## src/design/ics_pkg.sv

```systemverilog
// Package with the register map, field layout, reset values and timing for the inverter config/status bank.
package ics_pkg;

    // =====================================================================
    // Register addresses (16-bit register numbers on the serial bus)
    // =====================================================================
    localparam logic [15:0] ICS_ADDR_CHG_STAT = 16'h00B8;  // Charger stage status, read only.
    localparam logic [15:0] ICS_ADDR_SCALE0   = 16'h00C0;  // Scale codes byte 0 (high) and byte 1 (low).
    localparam logic [15:0] ICS_ADDR_SCALE1   = 16'h00C1;  // Scale codes byte 2 (high) and byte 3 (low).
    localparam logic [15:0] ICS_ADDR_SCALE2   = 16'h00C2;  // Scale codes byte 4 (high) and byte 5 (low).
    localparam logic [15:0] ICS_ADDR_SAVE_POL = 16'h00C4;  // Nonvolatile save policy.
    localparam logic [15:0] ICS_ADDR_OUT_CTRL = 16'h0100;  // Output and charger control.
    localparam logic [15:0] ICS_ADDR_PRIO     = 16'h0101;  // Operation priority select.

    // =====================================================================
    // Field positions
    // =====================================================================
    localparam int ICS_ST_FULL_BIT   = 0;   // Fully charged.
    localparam int ICS_ST_CC_BIT     = 1;   // Constant current stage.
    localparam int ICS_ST_CV_BIT     = 2;   // Constant voltage stage.
    localparam int ICS_ST_FLOAT_BIT  = 3;   // Float stage.
    localparam int ICS_ST_TSHORT_BIT = 10;  // Temperature sense short, high-byte bit 2.
    localparam int ICS_ST_CCTO_BIT   = 13;  // Constant current timeout, high-byte bit 5.
    localparam int ICS_ST_CVTO_BIT   = 14;  // Constant voltage timeout, high-byte bit 6.
    localparam int ICS_ST_FLTO_BIT   = 15;  // Float timeout, high-byte bit 7.
    localparam int ICS_SP_DLY_LSB    = 8;   // Save delay select, high-byte bits 1:0.
    localparam int ICS_SP_DIS_BIT    = 10;  // Save disable, high-byte bit 2.
    localparam int ICS_OC_ON_BIT     = 0;   // Output on command.
    localparam int ICS_OC_EN_BIT     = 1;   // Output command enable.
    localparam int ICS_OC_CHG_BIT    = 2;   // Bypass charger enable.

    // =====================================================================
    // Reset values
    // =====================================================================
    localparam logic       ICS_RST_OUT_ON  = 1'b1;   // Output commanded on.
    localparam logic       ICS_RST_OUT_EN  = 1'b0;   // Remote output control disabled.
    localparam logic       ICS_RST_BYPASS_CHARGER_ENABLE  = 1'b1;   // Charger on in bypass.
    localparam logic       ICS_RST_SAVE_DIS = 1'b0;  // Saving enabled.
    localparam logic [1:0] ICS_RST_PRIO    = 2'h0;   // UPS mode.

    // =====================================================================
    // Encodings and timing
    // =====================================================================
    typedef enum logic [1:0] {ICS_DLY_NOW = 2'h0, ICS_DLY_1MIN = 2'h1, ICS_DLY_10MIN = 2'h2,
                              ICS_DLY_RSVD = 2'h3} ics_dly_t;
    localparam ics_dly_t ICS_RST_DLY = ICS_DLY_NOW;
    localparam logic [1:0] ICS_PRIO_UPS  = 2'h0;  // UPS mode.
    localparam logic [1:0] ICS_PRIO_SAVE = 2'h1;  // Energy-saving mode.
    localparam longint unsigned ICS_CLK_HZ      = 200_000_000;
    localparam longint unsigned ICS_SAVE_1MIN_S  = 60;
    localparam longint unsigned ICS_SAVE_10MIN_S = 600;
    localparam logic [39:0] ICS_SAVE_1MIN_CYC  = 40'(ICS_SAVE_1MIN_S * ICS_CLK_HZ);
    localparam logic [39:0] ICS_SAVE_10MIN_CYC = 40'(ICS_SAVE_10MIN_S * ICS_CLK_HZ);

    // Charger stage state and timeout indications from the charger controller.
    typedef struct packed {
        logic full;        // Fully charged.
        logic cc;          // Constant current stage active.
        logic cv;          // Constant voltage stage active.
        logic flt;         // Float stage active.
        logic temp_short;  // Temperature compensation sense shorted.
        logic cc_to;       // Constant current stage timed out.
        logic cv_to;       // Constant voltage stage timed out.
        logic flt_to;      // Float stage timed out.
    } ics_chg_stat_t;

    // Timeout report enables held in the charge curve configuration.
    typedef struct packed {
        logic cc;   // Constant current timeout report enable.
        logic cv;   // Constant voltage timeout report enable.
        logic flt;  // Float timeout report enable.
    } ics_to_en_t;

endpackage

```

## src/design/ics_regs.sv

```systemverilog
// Inverter configuration and charger status register bank.
`timescale 1ns/100ps
module ics_regs import ics_pkg::*; #(
    parameter logic [3:0]  VOUT_CODE    = 4'h6,               // Output/DC voltage factor code.
    parameter logic [3:0]  IOUT_CODE    = 4'h6,               // Output/DC current factor code.
    parameter logic [3:0]  VIN_CODE     = 4'h6,               // Input/AC voltage factor code.
    parameter logic [3:0]  FAN_CODE     = 4'h7,               // Fan speed factor code.
    parameter logic [3:0]  TEMP_CODE    = 4'h6,               // Ambient temperature factor code.
    parameter logic [3:0]  TOUT_CODE    = 4'h7,               // Charge-stage timeout factor code.
    parameter logic [3:0]  IIN_CODE     = 4'h6,               // Input/AC current factor code.
    parameter logic [3:0]  WATT_CODE    = 4'h6,               // Output AC power factor code.
    parameter logic [3:0]  FREQ_CODE    = 4'h5,               // Frequency factor code.
    parameter logic [39:0] SAVE_1MIN_CYC  = ICS_SAVE_1MIN_CYC,  // Cycles in one minute.
    parameter logic [39:0] SAVE_10MIN_CYC = ICS_SAVE_10MIN_CYC  // Cycles in ten minutes.
) (
    // Clock and reset.
    input  wire logic          CLK_SYS_I,
    input  wire logic          SYS_RST_I,
    // Register access port.
    input  wire logic [15:0]   REG_ADDR_I,
    input  wire logic          REG_WR_I,
    input  wire logic [15:0]   REG_WDATA_I,
    input  wire logic          REG_RD_I,
    output logic      [15:0]   REG_RDATA_O,
    output logic               REG_ACK_O,
    output logic               REG_ERR_O,
    // Charger controller side.
    input  wire ics_chg_stat_t CHG_STAT_I,
    input  wire ics_to_en_t    TO_REPORT_EN_I,
    // Nonvolatile storage side.
    input  wire logic          PARAM_CHANGED_I,
    output logic               SAVE_COMMIT_O,
    // Inverter control outputs.
    output logic               OUT_CMD_ACTIVE_O,
    output logic               OUT_ON_REQ_O,
    output logic               BYP_BYPASS_CHARGER_ENABLE_O,
    output logic      [1:0]    OP_PRIO_O
);

    // =====================================================================
    // Decode helpers
    // =====================================================================
    // True for any address this bank answers.
    function automatic logic is_mapped(input logic [15:0] a);
        is_mapped = (a == ICS_ADDR_CHG_STAT) || (a == ICS_ADDR_SCALE0) || (a == ICS_ADDR_SCALE1) ||
                    (a == ICS_ADDR_SCALE2) || (a == ICS_ADDR_SAVE_POL) || (a == ICS_ADDR_OUT_CTRL) ||
                    (a == ICS_ADDR_PRIO);
    endfunction

    // True for the writable registers only.
    function automatic logic is_writable(input logic [15:0] a);
        is_writable = (a == ICS_ADDR_SAVE_POL) || (a == ICS_ADDR_OUT_CTRL) || (a == ICS_ADDR_PRIO);
    endfunction

    // Reserved and unsupported factor codes read as zero.
    function automatic logic [3:0] legal_code(input logic [3:0] c);
        legal_code = (c >= 4'h4 && c <= 4'h9) ? c : 4'h0;
    endfunction

    // =====================================================================
    // State
    // =====================================================================
    logic [15:0] stat_r;             // Snapshot of charger status word.
    logic        out_on_r;           // Output on command.
    logic        out_en_r;           // Output command enable.
    logic        bypass_charger_enable_r;           // Bypass charger enable.
    logic [1:0]  prio_r;             // Operation priority.
    ics_dly_t    save_dly_r;         // Save delay select.
    logic        save_dis_r;         // Save disable.
    logic [39:0] idle_cnt_r;         // Cycles with no parameter change.
    logic        commit_r;           // Commit pulse register.
    logic        wr_ok;              // Accepted write to a writable register.
    logic        change_evt;         // A parameter changed this cycle.
    logic [39:0] save_limit;         // Wait length for the current policy.
    logic [47:0] scale_w;            // Six scale bytes, byte 0 in the top.

    typedef enum {SV_IDLE, SV_WAIT} ics_save_st_t;
    ics_save_st_t save_st_r;         // Save scheduler state.

    // Scale table; the unused upper nibble of byte 4 and all of byte 5 are zero.
    assign scale_w = {legal_code(IOUT_CODE), legal_code(VOUT_CODE),
                      legal_code(FAN_CODE),  legal_code(VIN_CODE),
                      legal_code(TOUT_CODE), legal_code(TEMP_CODE),
                      legal_code(WATT_CODE), legal_code(IIN_CODE),
                      4'h0, legal_code(FREQ_CODE), 8'h00};

    // Only writes to writable registers count; read-only targets are refused.
    assign wr_ok = REG_WR_I && is_writable(REG_ADDR_I);

    // Writes to the control registers, and external setting changes, count as changes.
    assign change_evt = PARAM_CHANGED_I ||
                        (wr_ok && (REG_ADDR_I == ICS_ADDR_OUT_CTRL || REG_ADDR_I == ICS_ADDR_PRIO));

    // The wait length follows the policy in force now, so a policy change takes effect at once.
    assign save_limit = (save_dly_r == ICS_DLY_10MIN) ? SAVE_10MIN_CYC : SAVE_1MIN_CYC;

    // =====================================================================
    // Charger status capture
    // =====================================================================
    // Sampled every cycle; timeout flags appear only when their report is enabled.
    always_ff @(posedge CLK_SYS_I) begin
        if (SYS_RST_I) begin
            stat_r <= 16'h0000;
        end else begin
            stat_r                    <= 16'h0000;
            stat_r[ICS_ST_FULL_BIT]   <= CHG_STAT_I.full;
            stat_r[ICS_ST_CC_BIT]     <= CHG_STAT_I.cc;
            stat_r[ICS_ST_CV_BIT]     <= CHG_STAT_I.cv;
            stat_r[ICS_ST_FLOAT_BIT]  <= CHG_STAT_I.flt;
            stat_r[ICS_ST_TSHORT_BIT] <= CHG_STAT_I.temp_short;
            stat_r[ICS_ST_CCTO_BIT]   <= CHG_STAT_I.cc_to && TO_REPORT_EN_I.cc;
            stat_r[ICS_ST_CVTO_BIT]   <= CHG_STAT_I.cv_to && TO_REPORT_EN_I.cv;
            stat_r[ICS_ST_FLTO_BIT]   <= CHG_STAT_I.flt_to && TO_REPORT_EN_I.flt;
        end
    end

    // =====================================================================
    // Writable registers
    // =====================================================================
    // Output and charger control; reserved bits are simply not stored.
    always_ff @(posedge CLK_SYS_I) begin
        if (SYS_RST_I) begin
            out_on_r <= ICS_RST_OUT_ON;
            out_en_r <= ICS_RST_OUT_EN;
            bypass_charger_enable_r <= ICS_RST_BYPASS_CHARGER_ENABLE;
        end else if (wr_ok && REG_ADDR_I == ICS_ADDR_OUT_CTRL) begin
            out_on_r <= REG_WDATA_I[ICS_OC_ON_BIT];
            out_en_r <= REG_WDATA_I[ICS_OC_EN_BIT];
            bypass_charger_enable_r <= REG_WDATA_I[ICS_OC_CHG_BIT];
        end
    end

    // Priority; reserved codes leave the stored mode unchanged.
    always_ff @(posedge CLK_SYS_I) begin
        if (SYS_RST_I) begin
            prio_r <= ICS_RST_PRIO;
        end else if (wr_ok && REG_ADDR_I == ICS_ADDR_PRIO &&
                     (REG_WDATA_I[1:0] == ICS_PRIO_UPS || REG_WDATA_I[1:0] == ICS_PRIO_SAVE)) begin
            prio_r <= REG_WDATA_I[1:0];
        end
    end

    // Save policy; the reserved delay code keeps the old delay, the disable bit is still taken.
    always_ff @(posedge CLK_SYS_I) begin
        if (SYS_RST_I) begin
            save_dly_r <= ICS_RST_DLY;
            save_dis_r <= ICS_RST_SAVE_DIS;
        end else if (wr_ok && REG_ADDR_I == ICS_ADDR_SAVE_POL) begin
            save_dis_r <= REG_WDATA_I[ICS_SP_DIS_BIT];
            if (REG_WDATA_I[ICS_SP_DLY_LSB +: 2] != ICS_DLY_RSVD) begin
                save_dly_r <= ics_dly_t'(REG_WDATA_I[ICS_SP_DLY_LSB +: 2]);
            end
        end
    end

    // =====================================================================
    // Nonvolatile save scheduler
    // =====================================================================
    // A pending save waits for a quiet interval; each new change restarts it. Disabling
    // saving drops whatever was pending, so nothing stale is written when it is re-enabled.
    always_ff @(posedge CLK_SYS_I) begin
        if (SYS_RST_I) begin
            save_st_r  <= SV_IDLE;
            idle_cnt_r <= 40'h00_0000_0000;
            commit_r   <= 1'b0;
        end else begin
            commit_r <= 1'b0;
            unique case (save_st_r)
                SV_IDLE: begin
                    idle_cnt_r <= 40'h00_0000_0000;
                    if (change_evt && !save_dis_r) begin
                        if (save_dly_r == ICS_DLY_NOW) begin
                            commit_r <= 1'b1;
                        end else begin
                            save_st_r <= SV_WAIT;
                        end
                    end
                end
                SV_WAIT: begin
                    if (save_dis_r) begin
                        save_st_r  <= SV_IDLE;
                    end else if (change_evt) begin
                        idle_cnt_r <= 40'h00_0000_0000;
                    end else if (save_dly_r == ICS_DLY_NOW || idle_cnt_r >= save_limit - 40'h00_0000_0001) begin
                        commit_r   <= 1'b1;
                        save_st_r  <= SV_IDLE;
                    end else begin
                        idle_cnt_r <= idle_cnt_r + 40'h00_0000_0001;
                    end
                end
            endcase
        end
    end

    // =====================================================================
    // Register access answer
    // =====================================================================
    // Every access is answered one cycle later by ACK or by ERR, never both.
    always_ff @(posedge CLK_SYS_I) begin
        if (SYS_RST_I) begin
            REG_RDATA_O <= 16'h0000;
            REG_ACK_O   <= 1'b0;
            REG_ERR_O   <= 1'b0;
        end else begin
            REG_ACK_O <= 1'b0;
            REG_ERR_O <= 1'b0;
            if (REG_RD_I) begin
                REG_ACK_O <= is_mapped(REG_ADDR_I);
                REG_ERR_O <= !is_mapped(REG_ADDR_I);
                unique case (REG_ADDR_I)
                    ICS_ADDR_CHG_STAT: REG_RDATA_O <= stat_r;
                    ICS_ADDR_SCALE0:   REG_RDATA_O <= scale_w[47:32];
                    ICS_ADDR_SCALE1:   REG_RDATA_O <= scale_w[31:16];
                    ICS_ADDR_SCALE2:   REG_RDATA_O <= scale_w[15:0];
                    ICS_ADDR_SAVE_POL: REG_RDATA_O <= {5'h00, save_dis_r, save_dly_r, 8'h00};
                    ICS_ADDR_OUT_CTRL: REG_RDATA_O <= {13'h0000, bypass_charger_enable_r, out_en_r, out_on_r};
                    ICS_ADDR_PRIO:     REG_RDATA_O <= {14'h0000, prio_r};
                    default:           REG_RDATA_O <= 16'h0000;
                endcase
            end else if (REG_WR_I) begin
                REG_ACK_O <= wr_ok;
                REG_ERR_O <= !wr_ok;
            end
        end
    end

    // =====================================================================
    // Outputs to the inverter and the nonvolatile store
    // =====================================================================
    // The on/off bit only steers the output while the enable is set; otherwise the
    // output follows local control and the on request is held at its reset value, on.
    always_ff @(posedge CLK_SYS_I) begin
        if (SYS_RST_I) begin
            OUT_CMD_ACTIVE_O <= ICS_RST_OUT_EN;
            OUT_ON_REQ_O     <= ICS_RST_OUT_ON;
            BYP_BYPASS_CHARGER_ENABLE_O     <= ICS_RST_BYPASS_CHARGER_ENABLE;
            OP_PRIO_O        <= ICS_RST_PRIO;
            SAVE_COMMIT_O    <= 1'b0;
        end else begin
            OUT_CMD_ACTIVE_O <= out_en_r;
            OUT_ON_REQ_O     <= out_en_r ? out_on_r : ICS_RST_OUT_ON;
            BYP_BYPASS_CHARGER_ENABLE_O     <= bypass_charger_enable_r;
            OP_PRIO_O        <= prio_r;
            SAVE_COMMIT_O    <= commit_r;
        end
    end
endmodule // ics_regs

```

## config.mk

```make
export PLATFORM = sky130hd
export DESIGN_NAME = ics_regs
export DESIGN_NICKNAME = d
export VERILOG_FILES = /design/src/design/ics_pkg.sv /design/src/design/ics_regs.sv
export SDC_FILE = /design/constraint.sdc
export NUM_CORES = 1
export LEC_CHECK = 0
export ABC_AREA = 0
export BUFFER_PORTS_ARGS = -buffer_cell sky130_fd_sc_hd__buf_2
export CAP_MARGIN = 20
export CORE_AREA = 4 4 91 114
export DETAILED_ROUTE_END_ITERATION = 8
export DIE_AREA = 0 0 95 118
export PLACE_DENSITY = 0.65
export SYNTH_ARGS = -nofsm -noshare
export SYNTH_HDL_FRONTEND = slang
export SYNTH_SLANG_ARGS = --single-unit
```

## constraint.sdc

```tcl
create_clock -name CLK_SYS_I -period 5.7 [get_ports CLK_SYS_I]
set_input_delay 1.14 -clock CLK_SYS_I [delete_from_list [all_inputs] [get_ports CLK_SYS_I]]
set_output_delay 1.14 -clock CLK_SYS_I [all_outputs]
set_load 0.005 [all_outputs]
```

==> results of run 1 <==
## sequential cells by signal (all words and copies together), names as in the netlist, 2 cells and up
| signal | cells |
|---|---|
| prio_r | 2 |
| OP_PRIO_O | 2 |
| idle_cnt_r | 40 |
| save_dly_r | 2 |
| REG_RDATA_O | 13 |
| stat_r | 8 |
## cell families after synthesis
family | after synthesis
flops | 79
compound gates | 108
simple gates | 213
mux | 7
fa+ha+maj | 12
buf+inv | 38
xor+xnor | 7
other cells | 1
## worst reg2reg max path, cell delays in order, from the launching register on
cell and delay [ps]:
sky130_fd_sc_hd__dfxtp_1 430, sky130_fd_sc_hd__nor2b_4 250, sky130_fd_sc_hd__inv_2 180, sky130_fd_sc_hd__ha_1 390
sky130_fd_sc_hd__nand4b_1 100, sky130_fd_sc_hd__nor3_1 290, sky130_fd_sc_hd__nand3_1 110, sky130_fd_sc_hd__nor2_1 370
sky130_fd_sc_hd__a211o_1 460, sky130_fd_sc_hd__and2_1 850, sky130_fd_sc_hd__a221o_1 290
## metal layers
metal | vias up | global-route usage
li1 | 1810 | -
met5 | - | 0
met3 | 15 | 0.0326
met1 | 1728 | 0.214
met2 | 79 | 0.297
met4 | 0 | 0.0866
## how the worst max path moves through the flow
stage	from	endpoint	slack (ps)	cells after the start
3_5_place_dp	save_dly_r[1]$_SDFFE_PP0P_	idle_cnt_r[8]$_SDFFE_PP0P_	1900	10
5_1_grt	save_dly_r[1]$_SDFFE_PP0P_	idle_cnt_r[16]$_SDFFE_PP0P_	1550	10
4_1_cts	save_dly_r[1]$_SDFFE_PP0P_	idle_cnt_r[16]$_SDFFE_PP0P_	1870	10
2_1_floorplan	REG_ADDR_I[2]	idle_cnt_r[20]$_SDFFE_PP0P_	2710	9
3_3_place_gp	save_dly_r[1]$_SDFFE_PP0P_	idle_cnt_r[13]$_SDFFE_PP0P_	1910	10
6_report	save_dly_r[1]$_SDFFE_PP0P_	idle_cnt_r[16]$_SDFFE_PP0P_	1930	10
## power by group through the flow
stage / Combinational [mW] / Clock, mW / Sequential, mW
finish: 0.0368 / 0.545 / 0.559
global route: 0.0410 / 0.580 / 0.559
CTS: 0.0368 / 0.559 / 0.558
detailed placement: 0.0367 / 0 / 0.571
global placement: 0.0362 / 0 / 0.571
floorplan: 0.0193 / 0 / 0.571
## per-stage QoR
stage | hold WS [ps] | setup slack, ps
after floorplan | 414 | 2710
after global placement | 439 | 1910
after detailed placement | 448 | 1900
after CTS | 464 | 1870
after global routing | 484 | 1550
final | 458 | 1930
## synthesized netlist by cell type, types with 4 or more instances
| cell | instances | area share |
|---|---|---|
| sky130_fd_sc_hd__clkbuf_1 | 14 | 0.013 |
| sky130_fd_sc_hd__a21oi_1 | 17 | 0.021 |
| sky130_fd_sc_hd__a221o_1 | 4 | 0.0097 |
| sky130_fd_sc_hd__buf_6 | 5 | 0.014 |
| sky130_fd_sc_hd__a22o_1 | 11 | 0.023 |
| sky130_fd_sc_hd__nand2_1 | 36 | 0.033 |
| sky130_fd_sc_hd__nor2b_1 | 13 | 0.020 |
| sky130_fd_sc_hd__nand2b_1 | 9 | 0.014 |
| sky130_fd_sc_hd__buf_2 | 6 | 0.0073 |
| sky130_fd_sc_hd__and4_1 | 4 | 0.0085 |
| sky130_fd_sc_hd__o21a_1 | 4 | 0.0073 |
| sky130_fd_sc_hd__nor3_1 | 18 | 0.022 |
| sky130_fd_sc_hd__dfxtp_1 | 79 | 0.38 |
| sky130_fd_sc_hd__nor4_1 | 8 | 0.012 |
| sky130_fd_sc_hd__a211oi_1 | 5 | 0.0091 |
| sky130_fd_sc_hd__xnor2_1 | 5 | 0.011 |
| sky130_fd_sc_hd__a21o_1 | 9 | 0.016 |
| sky130_fd_sc_hd__nand4_1 | 7 | 0.011 |
| sky130_fd_sc_hd__a211o_1 | 13 | 0.028 |
| sky130_fd_sc_hd__o211ai_1 | 6 | 0.011 |
| sky130_fd_sc_hd__nand3_1 | 31 | 0.038 |
| sky130_fd_sc_hd__or3_1 | 6 | 0.0091 |
| sky130_fd_sc_hd__buf_4 | 5 | 0.0091 |
| sky130_fd_sc_hd__nor3b_1 | 4 | 0.0073 |
| sky130_fd_sc_hd__and2_1 | 6 | 0.0091 |
| sky130_fd_sc_hd__o21ai_0 | 9 | 0.011 |
| sky130_fd_sc_hd__and3_1 | 31 | 0.047 |
| sky130_fd_sc_hd__o31ai_1 | 5 | 0.0091 |
| sky130_fd_sc_hd__ha_1 | 12 | 0.036 |
| sky130_fd_sc_hd__nor2_1 | 27 | 0.025 |
| sky130_fd_sc_hd__mux2i_1 | 7 | 0.017 |
| sky130_fd_sc_hd__inv_1 | 6 | 0.0055 |
## area by class of cell
type / instances / area share
multi-input cells: 349 / 0.499
flip-flops and latches: 79 / 0.338
repair buffers: 60 / 0.0646
clock buffers: 11 / 0.0518
well taps: 123 / 0.0329
clock inverters: 5 / 0.00855
inverters: 7 / 0.00561
==> load_flow_metrics.sql, run 1 <==
INSERT INTO impl_metrics (metric_group, metric, value, unit) VALUES
('outcome', 'run_status', 'finished clean', ''),
('sta', 'layout_min_cycle_time', '3770', 'ps'),
('pwr', 'vdd_drop_max', '0.132', 'mV'),
('pwr', 'p_leak', '2.05', 'nW'),
('logic_synthesis', 'mux_cell_area_share_after_synthesis', '0.0170', ''),
('die', 'floorplan_die_width', '95', 'um'),
('place', 'gpl.final_weighted_congestion', '0.816', ''),
('pwr', 'combinationalPowerShare', '0.032', ''),
('logic_synthesis', 'seq_area_frac_synth', '0.384', ''),
('pwr', 'power_share_of_the_sequential_group', '0.490', ''),
('detailed_routing', 'finalWirelength', '9540', 'um'),
('logic_synthesis', 'ys_ff_latch', '79', ''),
('sta', 'setup-tns-final', '0', 'ps'),
('cts', 'post_cts_hold_buffer_count', '0', ''),
('setup_path', 'worstPathMaxFanout', '25', ''),
('worst_hold_path', 'worst_hold_path.endpoint', 'idle_cnt_r[37]$_SDFFE_PP0P_', ''),
('setup_path', 'critical_path.startpoint_type', 'flop', ''),
('sta', 'rsz0062_at_grt', 'false', ''),
('pwr', 'swShare', '0.225', ''),
('logic_synthesis', 'yosysWarningCount', '0', ''),
('run', 'maxCapViolations', '0', ''),
('worst_hold_path', 'min_delay_path_depth', '1', ''),
('logic_synthesis', 'count_of_cell_types_in_the_netlist', '66', ''),
('global_routing', 'vias_in_the_first_global_route', '3555', ''),
('logic_synthesis', 'synth_flop_cell', 'sky130_fd_sc_hd__dfxtp_1', ''),
('sta', 'slew-limit-headroom', '0.288', ''),
('finish', 'layout_common_cells', '79 x sky130_fd_sc_hd__dfxtp_1, 59 x sky130_fd_sc_hd__buf_2, 36 x sky130_fd_sc_hd__nand2_1, 31 x sky130_fd_sc_hd__and3_1, 31 x sky130_fd_sc_hd__nand3_1', ''),
('logic_synthesis', 'synth_edf_count', '0', ''),
('finish', 'nNetsFinal', '566', ''),
('worst_hold_path', 'min-delay-start', 'idle_cnt_r[37]$_SDFFE_PP0P_', ''),
('die', 'placeableCoreArea', '9170', 'um^2'),
('detailed_routing', 'post-route-drc-count', '0', ''),
('cts', 'clk_pin_slew', '60', 'ps'),
('die', 'std_cell_rows', '39', ''),
('sta', 'post-route-period-util', '0.662', ''),
('global_routing', 'grt_antenna_before_repair', '0', ''),
('setup_path', 'critical_path_at', '4050', 'ps'),
('cts', 'worst_skew_pair.late_latency', '340', 'ps'),
('cts', 'cts_inserted_buffers', '9', ''),
('global_routing', 'grt_overflow', '0', ''),
('sta', 'worst_slew_pin_slew', '1060', 'ps'),
('worst_hold_path', 'hold_class', 'reg2reg', ''),
('pwr', 'internal-power', '884', 'uW'),
('logic_synthesis', 'synthXorXnorAreaFrac', '0.0149', ''),
('pwr', 'share_clk_of_total_power', '0.478', ''),
('detailed_routing', 'detail_route.iter0.violations', '250', ''),
('sta', 'final_hold_viol_count', '0', ''),
('cts', 'cts.path.max_buffers', '2', ''),
('finish', 'final_layout_size_suffix_gt1_frac', '0.178', ''),
('setup_path', 'worst_setup_path_end_kind', 'flop', ''),
('sta', 'maxSlewViolCount', '0', ''),
('detailed_routing', 'wl_met3', '444', 'um'),
('logic_synthesis', 'synth_fa_ha_area_frac', '0.0365', ''),
('detailed_routing', 'drt_pass1_iterations', '4', ''),
('logic_synthesis', 'synth_top_family_by_area', 'simple AND/OR/NAND/NOR gates', ''),
('die', 'initial_core_utilization', '0.448', ''),
('setup_path', 'crit_buf_inv', '1', ''),
('pwr', 'design_power_total', '1.14', 'mW'),
('place', 'postPlaceCellArea', '4400', 'um^2'),
('logic_synthesis', 'postSynthCellCount', '465', ''),
('setup_path', 'critical_path.reg2reg.endpoint', 'idle_cnt_r[16]$_SDFFE_PP0P_', ''),
('die', 'io-pin-count', '72', ''),
('setup_path', 'cp_data_required_time', '5980', 'ps'),
('place', 'number_of_port_buffers', '59', ''),
('place', 'place.detailed.instances', '618', ''),
('cts', 'tritoncts', 'done', ''),
('cts', 'post_cts_resized', '0', ''),
('place', 'detailedPlacementHpwl', '6770', 'um'),
('detailed_routing', 'route.detailed.vias_per_inst', '5.73', ''),
('global_routing', 'grt_usage', '0.178', ''),
('finish', 'layout.cells.most_common', 'sky130_fd_sc_hd__dfxtp_1', '');
Power figures use the tool's default switching activity.
==> inputs of run 2 (changes only) <==
--- a/config.mk
+++ b/config.mk
@@ -11,7 +11,7 @@
 export CORE_AREA = 4 4 91 114
 export DETAILED_ROUTE_END_ITERATION = 8
 export DIE_AREA = 0 0 95 118
-export PLACE_DENSITY = 0.65
+export PLACE_DENSITY = 0.68
 export SYNTH_ARGS = -nofsm -noshare
 export SYNTH_HDL_FRONTEND = slang
 export SYNTH_SLANG_ARGS = --single-unit
==> constraint.sdc (replaced) <==
create_clock -name CLK_SYS_I -period 3.1 [get_ports CLK_SYS_I]
set_input_delay 0.62 -clock CLK_SYS_I [delete_from_list [all_inputs] [get_ports CLK_SYS_I]]
set_output_delay 0.62 -clock CLK_SYS_I [all_outputs]
set_load 0.005 [all_outputs]
==> load_flow_metrics.sql, run 2 (synthesis gave the netlist of run 1 again) <==
INSERT INTO impl_metrics (metric_group, metric, value, unit) VALUES
('outcome', 'run_status', 'finished clean', ''),
('place', 'detailedPlacementHpwl', '7030', 'um'),
('cts', 'cts-root-buf', 'sky130_fd_sc_hd__clkbuf_16', ''),
('die', 'placeableCoreArea', '9170', 'um^2'),
('global_routing', 'grt_usage', '0.183', ''),
('finish', 'multi_input_area', '2330', 'um^2'),
('finish', 'fillers', '899', ''),
('die', 'die-area', '11200', 'um^2'),
('die', 'initial_core_utilization', '0.448', ''),
('die', 'die_h', '118', 'um'),
('place', 'postPlaceCellArea', '4500', 'um^2'),
('cts', 'post_cts_hold_buffer_count', '0', ''),
('setup_path', 'worstPathMaxFanout', '25', ''),
('detailed_routing', 'ant_nets', '0', ''),
('global_routing', 'grt_overflow', '0', ''),
('finish', 'nNetsFinal', '577', ''),
('die', 'floorplan_die_width', '95', 'um'),
('finish', 'synthToLayoutAreaGrowth', '16.5', '%'),
('pwr', 'p_per_area', '445', 'nW/um^2'),
('detailed_routing', 'avgRoutedWirePerCell', '15.1', 'um'),
('cts', 'worst_skew_pair.late_latency', '340', 'ps'),
('finish', 'largest_registers', 'idle_cnt_r (40), REG_RDATA_O (13), stat_r (8)', ''),
('global_routing', 'vias_in_the_first_global_route', '3732', ''),
('detailed_routing', 'route.detailed.vias_per_inst', '5.77', ''),
('detailed_routing', 'finalWirelength', '9770', 'um'),
('cts', 'tritoncts', 'done', ''),
('setup_path', 'worst_setup_path_end_kind', 'flop', ''),
('finish', 'final_layout_size_suffix_gt1_frac', '0.195', ''),
('run', 'maxCapViolations', '0', ''),
('cts', 'post_cts_resized', '0', ''),
('setup_path', 'critical_path_at', '3110', 'ps'),
('finish', 'registers.top_by_ff_count', 'idle_cnt_r', ''),
('detailed_routing', 'detail_route.iter0.violations', '134', ''),
('sta', 'rsz0062_at_grt', 'false', ''),
('detailed_routing', 'drt_pass1_iterations', '4', ''),
('cts', 'cts.path.max_buffers', '2', ''),
('setup_path', 'critical_path.startpoint_type', 'flop', ''),
('finish', 'layout_common_cells', '79 x sky130_fd_sc_hd__dfxtp_1, 59 x sky130_fd_sc_hd__buf_2, 36 x sky130_fd_sc_hd__nand2_1, 31 x sky130_fd_sc_hd__and3_1, 31 x sky130_fd_sc_hd__nand3_1', ''),
('cts', 'cts_inserted_buffers', '9', ''),
('place', 'gpl.final_weighted_congestion', '0.779', ''),
('worst_hold_path', 'hold_class', 'reg2reg', ''),
('cts', 'cts_post_setup_buffers_inserted', '0', ''),
('detailed_routing', 'detailroute.via_count', '3724', ''),
('sta', 'final_hold_viol_count', '0', ''),
('global_routing', 'grt_antenna_before_repair', '0', ''),
('sta', 'worst_clock_skew', '7.79', 'ps'),
('die', 'io-pin-count', '72', ''),
('finish', 'layout.cells.most_common', 'sky130_fd_sc_hd__dfxtp_1', ''),
('sta', 'max_freq', '0.347', 'GHz'),
('finish', 'largest_register_ffs', '40', ''),
('detailed_routing', 'post-route-drc-count', '0', ''),
('sta', 'setup-tns-final', '0', 'ps'),
('global_routing', 'maximum_number_of_pins_on_one_net_before_global_route_repair', '28', ''),
('sta', 'maxSlewViolCount', '0', ''),
('cts', 'cts_max_level', '3', ''),
('cts', 'clk_pin_slew', '60', 'ps'),
('setup_path', 'worst-setup-path-type', 'reg2reg', ''),
('pwr', 'vdd_drop_max', '0.385', 'mV'),
('global_routing', 'grt_first_pass_wirelength', '16500', 'um'),
('finish', 'num_antenna_cells', '0', ''),
('pwr', 'p_leak', '2.11', 'nW'),
('sta', 'layout_min_cycle_time', '2890', 'ps'),
('die', 'std_cell_rows', '39', ''),
('cts', 'clock_sinks', '79', ''),
('sta', 'timing.final.setup_violations', '0', ''),
('finish', 'fin_area', '4790', 'um^2'),
('finish', 'layout.area.seq', '1580', 'um^2'),
('setup_path', 'cp_data_required_time', '3330', 'ps'),
('sta', 'post-route-period-util', '0.931', ''),
('place', 'number_of_port_buffers', '59', '');
run 2: final cells by class:
type	count	share of cell area
clock buffers	10	0.0478
repair buffers	71	0.0856
inverters	7	0.00548
clock inverters	6	0.0128
well taps	123	0.0321
flip-flops and latches	79	0.330
multi-input cells	349	0.486
run 2: stage by stage:
step / util / std cells / power [mW] / worst slack, ps / hold slack, ps
after detailed placement: 0.491 / 629 / 1.12 / 211 / 440
after global routing: 0.522 / 645 / 2.20 / 44.7 / 461
after floorplan: - / 466 / 1.08 / 288 / 414
after global placement: 0.491 / 629 / 1.12 / 283 / 435
final: 0.522 / 645 / 2.13 / 215 / 448
after CTS: 0.522 / 645 / 2.15 / 208 / 455
run 2: worst paths after layout:
| path | start | to | slack (ps) | cells past startpoint |
|---|---|---|---|---|
| worst max register to register | save_dly_r[1]$_SDFFE_PP0P_ | idle_cnt_r[8]$_SDFFE_PP0P_ | 210 | 11 |
| worst max-delay path | save_dly_r[1]$_SDFFE_PP0P_ | idle_cnt_r[8]$_SDFFE_PP0P_ | 210 | 11 |
| worst min register to register | commit_r$_SDFF_PP0_ | SAVE_COMMIT_O$_SDFF_PP0_ | 450 | 1 |
| worst min-delay path | commit_r$_SDFF_PP0_ | SAVE_COMMIT_O$_SDFF_PP0_ | 450 | 1 |
run 2: power breakdown:
group | switching [mW] | internal (mW) | total, mW
combinational | 0.0375 | 0.0314 | 0.0689
sequential | 0.00268 | 1.02 | 1.03
clock | 0.415 | 0.620 | 1.04
total | 0.456 | 1.68 | 2.13
run 2: critical path: stages (launching register included):
cell and delay (ps):
sky130_fd_sc_hd__dfxtp_1 330, sky130_fd_sc_hd__nor2b_4 210, sky130_fd_sc_hd__inv_2 140, sky130_fd_sc_hd__ha_1 210, sky130_fd_sc_hd__a21o_1 170, sky130_fd_sc_hd__a21o_1 200, sky130_fd_sc_hd__a2111oi_4 360, sky130_fd_sc_hd__nand3_2 170
sky130_fd_sc_hd__a211o_1 270, sky130_fd_sc_hd__and2_1 180, sky130_fd_sc_hd__buf_12 170, sky130_fd_sc_hd__a221o_1 350
run 2: routing by layer:
layer / track usage / routed length [um] / vias up
li1: - / - / 1836
met1: 0.196 / 4030 / 1762
met2: 0.321 / 4950 / 103
met3: 0.0339 / 438 / 23
met4: 0.116 / 352 / 0
met5: 0 / 0 / -
